<file path="src/hdl/cmg_pkg.sv">
// Shared constants for the CAN transceiver mode guard
package cmg_pkg;
  // Time base
  localparam int unsigned CLK_PERIOD_NS = 100;
  // Dominant time-out duration in ns (plain default)
  localparam int unsigned DOM_TIMEOUT_NS = 1000000;
  // Least time, so rounded up to whole cycles
  localparam int unsigned DOM_TIMEOUT_CYC =
    (DOM_TIMEOUT_NS + CLK_PERIOD_NS - 1) / CLK_PERIOD_NS;
  // Timer width
  localparam int unsigned TMR_W = 16;
  // Receive line level when the bus is recessive or disengaged
  localparam logic RX_RECESSIVE = 1'h1;
  // Reset level of the mode pin and fault synchroniser stages (no fault, normal mode)
  localparam logic [1:0] SYNC_RST = 2'h0;
endpackage

</file>
<file path="src/hdl/cmg_timer_if.sv">
// Link between the mode guard and its dominant time-out timer
`timescale 1ns/1ps
interface cmg_timer_if;
  logic tx_low;   // Controller transmit line is low
  logic expired;  // Dominant time-out has run out
  // Guard side
  modport guard (output tx_low, input expired);
  // Timer side
  modport timer (input tx_low, output expired);
endinterface

</file>
<file path="src/hdl/cmg_dom_timer.sv">
// Dominant time-out timer of the CAN transceiver mode guard
`timescale 1ns/1ps
module cmg_dom_timer #(
  parameter logic [cmg_pkg::TMR_W-1:0] LIMIT =
    cmg_pkg::TMR_W'(cmg_pkg::DOM_TIMEOUT_CYC)
) (
  // Clock and reset
  input  wire logic       clk_in,
  input  wire logic       rst_n_in,
  // Link to the guard
  cmg_timer_if.timer      tmr
);
  logic [cmg_pkg::TMR_W-1:0] count;    // Cycles spent low
  logic                      was_low;  // Line level one cycle ago
  logic                      expired;  // Time-out reached

  assign tmr.expired = expired;

  // Remember last level to see the high-to-low edge
  always_ff @(posedge clk_in or negedge rst_n_in) begin
    if (!rst_n_in) begin
      was_low <= 1'h0;
    end else begin
      was_low <= tmr.tx_low;
    end
  end

  // Count while low, restart on the falling edge, clear when high
  always_ff @(posedge clk_in or negedge rst_n_in) begin
    if (!rst_n_in) begin
      count <= '0;
    end else if (!tmr.tx_low) begin
      count <= '0;
    end else if (!was_low) begin
      count <= {{(cmg_pkg::TMR_W-1){1'b0}}, 1'b1};
    end else if (count != LIMIT) begin
      count <= count + 1'b1;
    end
  end

  // Flag holds until the line returns high
  always_ff @(posedge clk_in or negedge rst_n_in) begin
    if (!rst_n_in) begin
      expired <= 1'h0;
    end else if (!tmr.tx_low) begin
      expired <= 1'h0;
    end else if (was_low && count == LIMIT - 1'b1) begin
      expired <= 1'h1;
    end
  end

  // Timer restarts at one after a falling edge
  timer_start_a: assert property (
    @(posedge clk_in) disable iff (!rst_n_in)
    tmr.tx_low && !was_low |=> count == 1)
    else $error("timer did not restart on falling edge");

  // Line high clears count and flag
  timer_clear_a: assert property (
    @(posedge clk_in) disable iff (!rst_n_in)
    !tmr.tx_low |=> count == 0 && !expired)
    else $error("timer not cleared while line high");

  // Expiry exactly at the limit
  timer_expire_a: assert property (
    @(posedge clk_in) disable iff (!rst_n_in)
    was_low && tmr.tx_low && count == LIMIT - 1'b1 |=> expired)
    else $error("timer did not expire at limit");

  // Expiry persists while line stays low
  expire_hold_a: assert property (
    @(posedge clk_in) disable iff (!rst_n_in)
    expired && tmr.tx_low |=> expired)
    else $error("time-out flag dropped while line low");
endmodule

</file>
<file path="src/hdl/cmg_mode_guard.sv">
// Digital mode guard of an on-chip high-speed CAN transceiver
// Behaviour
// - Silent-select low: transmit and receive normally
// - Bus state delivered on controller receive line
// - Silent-select high: transmitter off, bus recessive
// - Silent mode keeps receiver and all else
// - Transmit falling edge starts dominant timer
// - Timer expiry disables transmitter, bus recessive
// - Transmit high clears and restarts timer
// - Undervoltage on either supply: off, zero load
// - Overtemperature disables drivers until it clears
`timescale 1ns/1ps
module cmg_mode_guard #(
  parameter logic [cmg_pkg::TMR_W-1:0] DOM_TIMEOUT_CYCLES =
    cmg_pkg::TMR_W'(cmg_pkg::DOM_TIMEOUT_CYC)
) (
  // Clock and reset
  input  wire logic clk_in,
  input  wire logic rst_n_in,
  // Mode pin
  input  wire logic silent_select_in,
  // CAN protocol controller side
  input  wire logic ctrl_tx_in,
  output logic      ctrl_rx_out,
  // Analog bus front end
  input  wire logic bus_rx_in,
  output logic      tx_drive_out,
  output logic      bus_load_out,
  // Protection monitors
  input  wire logic uv_vcc_in,
  input  wire logic uv_vio_in,
  input  wire logic overtemp_in,
  // Status
  output logic      dom_timeout_out
);
  logic [1:0] silent_sync;   // Mode pin synchroniser
  logic [1:0] rx_sync;       // Receiver comparator synchroniser
  logic [1:0] uv_vcc_sync;   // Core supply undervoltage synchroniser
  logic [1:0] uv_vio_sync;   // I/O supply undervoltage synchroniser
  logic [1:0] ot_sync;       // Overtemperature synchroniser
  logic       silent;        // Silent mode selected
  logic       engaged;       // Both supplies good
  logic       overtemp;      // Thermal shutdown limit exceeded
  logic       next_drive;    // Next transmitter drive level
  logic       next_rx;       // Next receive line level

  cmg_timer_if tmr_link ();

  // Two-stage synchronisers for every asynchronous input
  always_ff @(posedge clk_in or negedge rst_n_in) begin
    if (!rst_n_in) begin
      silent_sync <= cmg_pkg::SYNC_RST;
      rx_sync     <= {2{cmg_pkg::RX_RECESSIVE}};
      uv_vcc_sync <= cmg_pkg::SYNC_RST;
      uv_vio_sync <= cmg_pkg::SYNC_RST;
      ot_sync     <= cmg_pkg::SYNC_RST;
    end else begin
      silent_sync <= {silent_sync[0], silent_select_in};
      rx_sync     <= {rx_sync[0], bus_rx_in};
      uv_vcc_sync <= {uv_vcc_sync[0], uv_vcc_in};
      uv_vio_sync <= {uv_vio_sync[0], uv_vio_in};
      ot_sync     <= {ot_sync[0], overtemp_in};
    end
  end

  // Clean internal levels from second stages
  assign silent   = silent_sync[1];
  assign engaged  = !uv_vcc_sync[1] && !uv_vio_sync[1];
  assign overtemp = ot_sync[1];

  // Dominant time-out timer, counted in time-base cycles
  assign tmr_link.tx_low = !ctrl_tx_in;
  cmg_dom_timer #(
    .LIMIT (DOM_TIMEOUT_CYCLES)
  ) u_timer (
    .clk_in   (clk_in),
    .rst_n_in (rst_n_in),
    .tmr      (tmr_link.timer)
  );

  // Transmitter drives dominant only when every guard allows
  always_comb begin
    next_drive = 1'h0;
    if (engaged && !silent && !overtemp && !tmr_link.expired) begin
      next_drive = !ctrl_tx_in;
    end
    // Silent, time-out, heat and undervoltage all leave it recessive
  end

  // Receive path runs in both modes; recessive while disengaged
  always_comb begin
    next_rx = cmg_pkg::RX_RECESSIVE;
    if (engaged) begin
      next_rx = rx_sync[1];
    end
  end

  // Registered transmitter drive
  always_ff @(posedge clk_in or negedge rst_n_in) begin
    if (!rst_n_in) begin
      tx_drive_out <= 1'h0;
    end else begin
      tx_drive_out <= next_drive;
    end
  end

  // Registered receive line to the controller
  always_ff @(posedge clk_in or negedge rst_n_in) begin
    if (!rst_n_in) begin
      ctrl_rx_out <= cmg_pkg::RX_RECESSIVE;
    end else begin
      ctrl_rx_out <= next_rx;
    end
  end

  // Bus load and status flags
  always_ff @(posedge clk_in or negedge rst_n_in) begin
    if (!rst_n_in) begin
      bus_load_out    <= 1'h0;
      dom_timeout_out <= 1'h0;
    end else begin
      bus_load_out    <= engaged;
      dom_timeout_out <= tmr_link.expired;
    end
  end

  // Normal mode with no fault passes the transmit level
  normal_drive_a: assert property (
    @(posedge clk_in) disable iff (!rst_n_in)
    !silent && engaged && !overtemp && !tmr_link.expired
      |=> tx_drive_out == !$past(ctrl_tx_in))
    else $error("normal mode did not follow transmit line");

  // Receive line follows the synchronised bus level
  rx_follow_a: assert property (
    @(posedge clk_in) disable iff (!rst_n_in)
    engaged |=> ctrl_rx_out == $past(rx_sync[1]))
    else $error("receive line did not follow bus");

  // Silent mode never drives the bus
  silent_quiet_a: assert property (
    @(posedge clk_in) disable iff (!rst_n_in)
    silent |=> !tx_drive_out)
    else $error("transmitter drove in silent mode");

  // Silent mode still receives and keeps the bus load
  silent_rx_a: assert property (
    @(posedge clk_in) disable iff (!rst_n_in)
    silent && engaged
      |=> bus_load_out && ctrl_rx_out == $past(rx_sync[1]))
    else $error("receiver stopped in silent mode");

  // Time-out forces recessive
  timeout_off_a: assert property (
    @(posedge clk_in) disable iff (!rst_n_in)
    tmr_link.expired |=> !tx_drive_out && dom_timeout_out)
    else $error("transmitter active after time-out");

  // Undervoltage removes drive and load, receive recessive
  uv_off_a: assert property (
    @(posedge clk_in) disable iff (!rst_n_in)
    !engaged |=> !tx_drive_out && !bus_load_out && ctrl_rx_out)
    else $error("device engaged during undervoltage");

  // Overtemperature disables the driver
  ot_off_a: assert property (
    @(posedge clk_in) disable iff (!rst_n_in)
    overtemp |=> !tx_drive_out)
    else $error("driver active during overtemperature");

  // Core supply undervoltage disengages within three edges
  uv_core_off_a: assert property (
    @(posedge clk_in) disable iff (!rst_n_in)
    uv_vcc_in |-> ##3 (!tx_drive_out && !bus_load_out))
    else $error("core undervoltage did not disengage");

  // I/O supply undervoltage disengages within three edges
  uv_io_off_a: assert property (
    @(posedge clk_in) disable iff (!rst_n_in)
    uv_vio_in |-> ##3 (!tx_drive_out && !bus_load_out))
    else $error("I/O undervoltage did not disengage");

  // Both supplies good brings the load back
  uv_recover_a: assert property (
    @(posedge clk_in) disable iff (!rst_n_in)
    !uv_vcc_in && !uv_vio_in |-> ##3 bus_load_out)
    else $error("load not restored after supplies recovered");

  // Overtemperature pin releases the driver within three edges
  ot_latency_a: assert property (
    @(posedge clk_in) disable iff (!rst_n_in)
    overtemp_in |-> ##3 !tx_drive_out)
    else $error("driver not released after overtemperature");

  // Silent pin releases the driver within three edges
  silent_latency_a: assert property (
    @(posedge clk_in) disable iff (!rst_n_in)
    silent_select_in |-> ##3 !tx_drive_out)
    else $error("driver not released after silent select");

  // Silent pin with good supplies keeps the bus load
  silent_load_a: assert property (
    @(posedge clk_in) disable iff (!rst_n_in)
    silent_select_in && !uv_vcc_in && !uv_vio_in |-> ##3 bus_load_out)
    else $error("bus load lost in silent mode");

  // A high transmit line never drives dominant
  recessive_tx_a: assert property (
    @(posedge clk_in) disable iff (!rst_n_in)
    ctrl_tx_in |=> !tx_drive_out)
    else $error("dominant driven while transmit high");

  // Status flag low while the timer has not run out
  status_clear_a: assert property (
    @(posedge clk_in) disable iff (!rst_n_in)
    !tmr_link.expired |=> !dom_timeout_out)
    else $error("time-out status set without expiry");

  // Recessive bus always reaches the controller as high
  rx_recessive_a: assert property (
    @(posedge clk_in) disable iff (!rst_n_in)
    bus_rx_in |-> ##3 ctrl_rx_out)
    else $error("recessive bus not delivered");

  // Dominant bus reaches the controller while engaged
  rx_dominant_a: assert property (
    @(posedge clk_in) disable iff (!rst_n_in)
    !bus_rx_in && !uv_vcc_in && !uv_vio_in |-> ##3 !ctrl_rx_out)
    else $error("dominant bus not delivered");
endmodule

</file>
<file path="config.mk">
export PLATFORM = sky130hd
export DESIGN_NAME = cmg_mode_guard
export DESIGN_NICKNAME = d
export VERILOG_FILES = /design/src/hdl/cmg_pkg.sv /design/src/hdl/cmg_timer_if.sv /design/src/hdl/cmg_dom_timer.sv /design/src/hdl/cmg_mode_guard.sv
export SDC_FILE = /design/constraint.sdc
export NUM_CORES = 1
export LEC_CHECK = 0
export ABC_CLOCK_PERIOD_IN_PS = 2500
export BUFFER_PORTS_ARGS = -buffer_cell sky130_fd_sc_hd__buf_2
export CORE_UTILIZATION = 50
export CTS_BUF_LIST = sky130_fd_sc_hd__clkbuf_8 sky130_fd_sc_hd__clkbuf_16
export CTS_CLUSTER_DIAMETER = 80
export DETAILED_ROUTE_END_ITERATION = 8
export MAX_ROUTING_LAYER = met4
export PLACE_DENSITY = 0.74
export SLEW_MARGIN = 20
export SYNTH_ARGS = -nofsm -noshare
export SYNTH_HDL_FRONTEND = slang
export SYNTH_SLANG_ARGS = --single-unit
export TNS_END_PERCENT = 50
</file>
<file path="constraint.sdc">
create_clock -name clk_in -period 2.5 [get_ports clk_in]
set_input_delay 0.375 -clock clk_in [delete_from_list [all_inputs] [get_ports clk_in]]
set_output_delay 0.375 -clock clk_in [all_outputs]
set_load 0.005 [all_outputs]
</file>
# Word-level counts from Yosys, hierarchy flattened
# Cells that the tools add are included.
[word_totals] regBits=32 wordCells=35 inputBits=8 output_inout_bits=4
[op_classes] reduce_logical=12 add_sub_neg=1 n_eq_ne=3 n_mux=7
[ops] cell="$mux 16" n=3
[ops] cell="$add 16x1->16 const B" n=1
[ops] cell="$eq 16x14->1 const B" n=1
[ops] cell="$ne 16x14->1 const B" n=1
[ops] cell="$logic_not 1->1" n=6
[ops] cell="$logic_and 1x1->1" n=5
[ops] cell="$mux 1" n=4
[ops] cell="$ne 3x3->1 const B" n=1
[ops] cell="$reduce_bool 2->1" n=1

# Longest topological paths before layout
[depth] ltp_word=6 ltp_mapped=6 ltp_nobuf=6

# Hierarchy
# From an unflattened synthesis, not the netlist that was laid out.
[hier_totals] hier_cells=113 area_unflattened_um2=1321.3
[by_module_without_submodules] module="cmg_dom_timer" cells_each=94 seq_area_each_um2=450.4 n_inst=1 area_per_inst_um2=935.9
[by_module_without_submodules] module="cmg_mode_guard" cells_each=19 seq_area_each_um2=354.1 n_inst=1 area_per_inst_um2=385.4

# Least setup slack after synthesis
# No wires, ideal clock.
[synth_path] path_type="register to register" start="register u_timer.count[0] (netlist bit)" end="register u_timer.count[1] (netlist bit)" arrival_ps=1651 path_buffers=0 stages_incl_launch_ff=7 required_time_ps=2368 slack_ps=717 path_cell_list="dfrtp_1 > inv_1 > ha_1 > or4bb_1 > nor4_4 > mux2i_1 > nor2_1"
[synth_via] elab_chain_len=4 elab_cells_between_ends=6 cone_classes="1 x add/sub; 2 x eq/ne; 3 x mux"
[synth_lines] item="start: declaration" line_no="cmg_dom_timer.sv:13" text="logic [cmg_pkg::TMR_W-1:0] count;"
[synth_lines] item="start signal: assignment" line_no="cmg_dom_timer.sv:35" text="count <= {{(cmg_pkg::TMR_W-1){1'b0}}, 1'b1};"
[synth_lines] item="start signal: assignment" line_no="cmg_dom_timer.sv:37" text="count <= count + 1'b1;"
[synth_lines] item="$add 16x1->16" line_no="cmg_dom_timer.sv:37"
[synth_lines] item="$mux 16" line_no="cmg_dom_timer.sv:36" text="end else if (count != LIMIT) begin"
[synth_lines] item="$mux 16" line_no="cmg_dom_timer.sv:34" text="end else if (!was_low) begin"
[synth_lines] item="$mux 16" line_no="cmg_dom_timer.sv:32" text="end else if (!tmr.tx_low) begin"
# Several ways; a longest one is shown, not always the timed one. The select of a mux whose other input is x is not followed.
# A chain may end at the register's enable or synchronous reset.

# Worst setup path after layout
# Ends and elaborated chain as after synthesis.

==> results by stage <==
Status:
- The run finished with clean final reports.

Drt:
- The number of optimization iterations in the first detailed-route pass is 4.
- Across all layers, the routed design uses 863 vias.
- The final antenna-violating net count is 0.
- The final wirelength is approximately 2400 µm.
- Using the TritonRoute via totals, the vias-per-cell ratio works out to roughly 5.5.
- The routed wirelength normalized by instance count is 15.6 µm.
- In the routed design, unresolved DRC markers number 0.
- The first-iteration detailed-routing DRC count is 32.

Timing:
- For this run, the top clock speed supported by timing is 505 MHz.
- Setup violations remaining at the end of the flow were counted as 0.
- The share of the clock period used by the worst path after layout is 0.792.
- Final hold analysis gives a worst-case slack of 123 ps.
- On the final layout, the worst clock skew is about 5.0 ps.
- The final setup TNS is 0 ps.
- The number of hold violations in the final report was 0.
- The final period demand of the worst path is a little under 2000 ps.
- The actual slew at the worst max-slew pin is 686 ps.
- Measured against its own limit, the worst slew margin works out to 0.542.
- In the post-route analysis, the smallest setup slack over all paths is 520 ps.
- Setup repair after global routing left no endpoint under its margin.
- The final number of max-transition violations came to 0.

Power and ir drop:
- The switching power of the nets is 224 µW.
- The combinational power share is 0.031.
- Of the total power, the share spent switching nets is 0.211.
- The leakage power is 0.000607 µW.
- The portion of total power attributed to sequential cells is 0.507.
- The total power density per cell area is 720 mW/mm².
- The worst-case IR drop observed on VDD is 0.613 mV.
- Cell internal power was estimated by the tool at around 840 µW.
- The final total power is 1060 µW.
- Of the total power, the clock network draws 0.462.

Clock network:
- The insertion delay of the later-clocked pin in the worst-skew pair is 290 ps.
- The number of buffers created by CTS is 5.
- The post-CTS clock slew at the launch and capture registers of the worst setup and hold paths is 70 ps.
- TritonCTS built the clock tree.
- The count of clock tree sinks is 32.
- Clock tree synthesis selected as its root buffer the cell sky130_fd_sc_hd__clkbuf_8.
- The buffer count from post-CTS setup fixing is 0.
- The number of buffers on the longest clock path is 2.
- The H-tree was split into 2 levels.
- The post-cts hold buffer count is 0.
- The number of instances resized during post-cts repair is 0.

Global route:
- The via count of the first global-routing pass is 854.
- The initial antenna violation count is 0.
- The global-route wire length before repair is 4100 µm.
- For this run, the total global-route usage over all layers was measured as 0.232.
- Entering global routing, the biggest net connects 33 pins.
- The overall overflow remaining after global route is 0.

Logic synthesis:
- Among all flip-flop cells after synthesis, the most frequent one is sky130_fd_sc_hd__dfrtp_1.
- The warning count from the yosys run is 0.
- The register bit count reported by yosys is 32.
- The share of the Yosys chip area taken by registers is 0.630.
- The cell area after synthesis is between 0.001 and 0.0015 mm².
- The number of flops mapped to enable cells by yosys is 0.
- Averaged over all synthesized cells, the footprint is 11.6 µm².
- Synthesis handed over a netlist of 110 instances.
- The post-synth net total is 120.
- The post-synthesis async set-or-reset flop share is 1.00.
- The number of different library cells used by synthesis comes to 24.

Floorplanning:
- 12 I/O pins were placed.
- The core area is 0.00232 mm².
- The standard-cell row count is 17.
- The vertical die dimension is 52.5 µm.
- The floorplan die width is 52.5 µm.
- For this configuration, the core starts out at a cell density of 0.550.
- The die covers between 0.002 and 0.003 mm².

Critical path:
- The setup check on the worst reg-to-reg path leaves a slack of between 500 and 600 ps.
- By startpoint and endpoint, the worst setup path is classified as flop to flop.
- The data arrival time at the worst-slack endpoint is 2130 ps.
- The launch instance of the worst register-to-register path is u_timer.count[0].
- The startpoint class of the critical path is a flop.
- For the worst flop-to-flop path, the logic depth is 6.
- The largest fanout of any net on the critical path is 4.
- In this run the critical register-to-register path is captured at u_timer.count[1].
- The kind of end point of the critical path is a flop.
- The critical path data required time is ~2700 ps.

Worst hold path:
- The worst min-delay path category is input pin to asynchronous set/reset pin.

Place:
- The wire-length estimate of the detail-placed layout is 1600 µm.
- The count of buffers added on input and output ports is 11.
- The placed instance area is 0.00136 mm².
- Routability-driven placement finished with a final weighted congestion of 0.743.
- The worst slack after detailed placement is 553 ps.

Final layout:
- Leaving out fill and tap cells, the most frequent cell in the layout is sky130_fd_sc_hd__dfrtp_1.
- From synthesis to final layout, the design area changed by 15.5%.
- The number of antenna diodes in the final layout is 0.
- Of the cells placed in the final design, the portion with a size suffix greater than 1 is 0.188.
- The net count of the finished layout is roughly 140.
- Leaving out fill and tap cells, the most frequent cells in the layout are sky130_fd_sc_hd__dfrtp_1, sky130_fd_sc_hd__nor2_1, sky130_fd_sc_hd__buf_2.
- The layout has 180 filler cells.
- The post-route standard cell area excluding fillers is ~0.0015 mm².

Job:
- The max-capacitance violation count is 0.
-- cell type report --
cell class	count	area [µm²]	share of cell area
flip-flops and latches	32	805	0.546
well taps	28	35.0	0.0238
multi-input cells	71	445	0.302
inverters	6	22.5	0.0153
clock buffers	5	68.8	0.0467
clock inverters	3	42.5	0.0289
repair buffers	11	55.1	0.0374
-- logic make-up after synthesis --
group,Yosys count,synth area share
AOI/OAI and AO/OA,9,0.0353
xor gates and xnor gates,11,0.0755
adders and majority gates,2,0.0196
buffers and inverters,7,0.0206
DFF,32,0.630
muxes,1,0.00784
and+or+nand+nor,48,0.211
-- power groups by stage --
| stage | registers [µW] | logic [µW] | clock network, µW |
|---|---|---|---|
| after floorplan | 547 | 11.7 | 0 |
| after detailed placement | 548 | 33.6 | 0 |
| after global placement | 547 | 30.6 | 0 |
| after global routing | 539 | 38.6 | 523 |
| final | 538 | 33.0 | 490 |
| after CTS | 538 | 33.9 | 501 |
-- critical path, cell delays in order, from the launching register on --
cell	delay [ps]
sky130_fd_sc_hd__dfrtp_1	410
sky130_fd_sc_hd__inv_1	120
sky130_fd_sc_hd__ha_1	160
sky130_fd_sc_hd__or4bb_1	530
sky130_fd_sc_hd__nor4_4	330
sky130_fd_sc_hd__mux2i_1	230
sky130_fd_sc_hd__nor2_1	60
-- Yosys cell counts (all sizes together) (2+ instances only) --
master  number  share of area
a21oi        6          0.024
dfrtp       29           0.57
dfstp        3          0.062
ha           2          0.020
inv          6          0.018
nand2        5          0.015
nand3        5          0.020
nand4        3          0.015
nor2        15          0.044
nor3         6          0.024
nor4         4          0.031
o21ai        3          0.012
or3          4          0.020
xnor2       10          0.069
-- flip-flops by register name (all words and copies together), names as in the netlist --
name and cells:
uv_vcc_sync 2, u_timer.was_low 1, dom_timeout_out 1, bus_load_out 1, rx_sync 2, uv_vio_sync 2
tx_drive_out 1, u_timer.count 16, ctrl_rx_out 1, ot_sync 2, silent_sync 2, u_timer.tmr.expired 1
-- through the flow --
step | std cells | utilization
final | 156 | 0.636
after global routing | 156 | 0.636
after CTS | 156 | 0.636
after detailed placement | 148 | 0.588
after global placement | 148 | 0.588
after floorplan | 110 | -
-- how the worst max path moves through the flow --
stage                     start                to  slack, ps
2_1_floorplan  u_timer.count[0]  u_timer.count[1]        720
3_3_place_gp   u_timer.count[0]  u_timer.count[1]        680
3_5_place_dp   u_timer.count[0]  u_timer.count[1]        550
4_1_cts        u_timer.count[0]  u_timer.count[1]        540
5_1_grt        u_timer.count[0]  u_timer.count[1]        410
6_report       u_timer.count[0]  u_timer.count[1]        520
-- layer usage --
layer	global-route usage	share of wire
met4	0.0789	0.015
met5	-	0
met1	0.265	0.42
met2	0.367	0.51
met3	0.0957	0.047
Power figures use the tool's default switching activity.
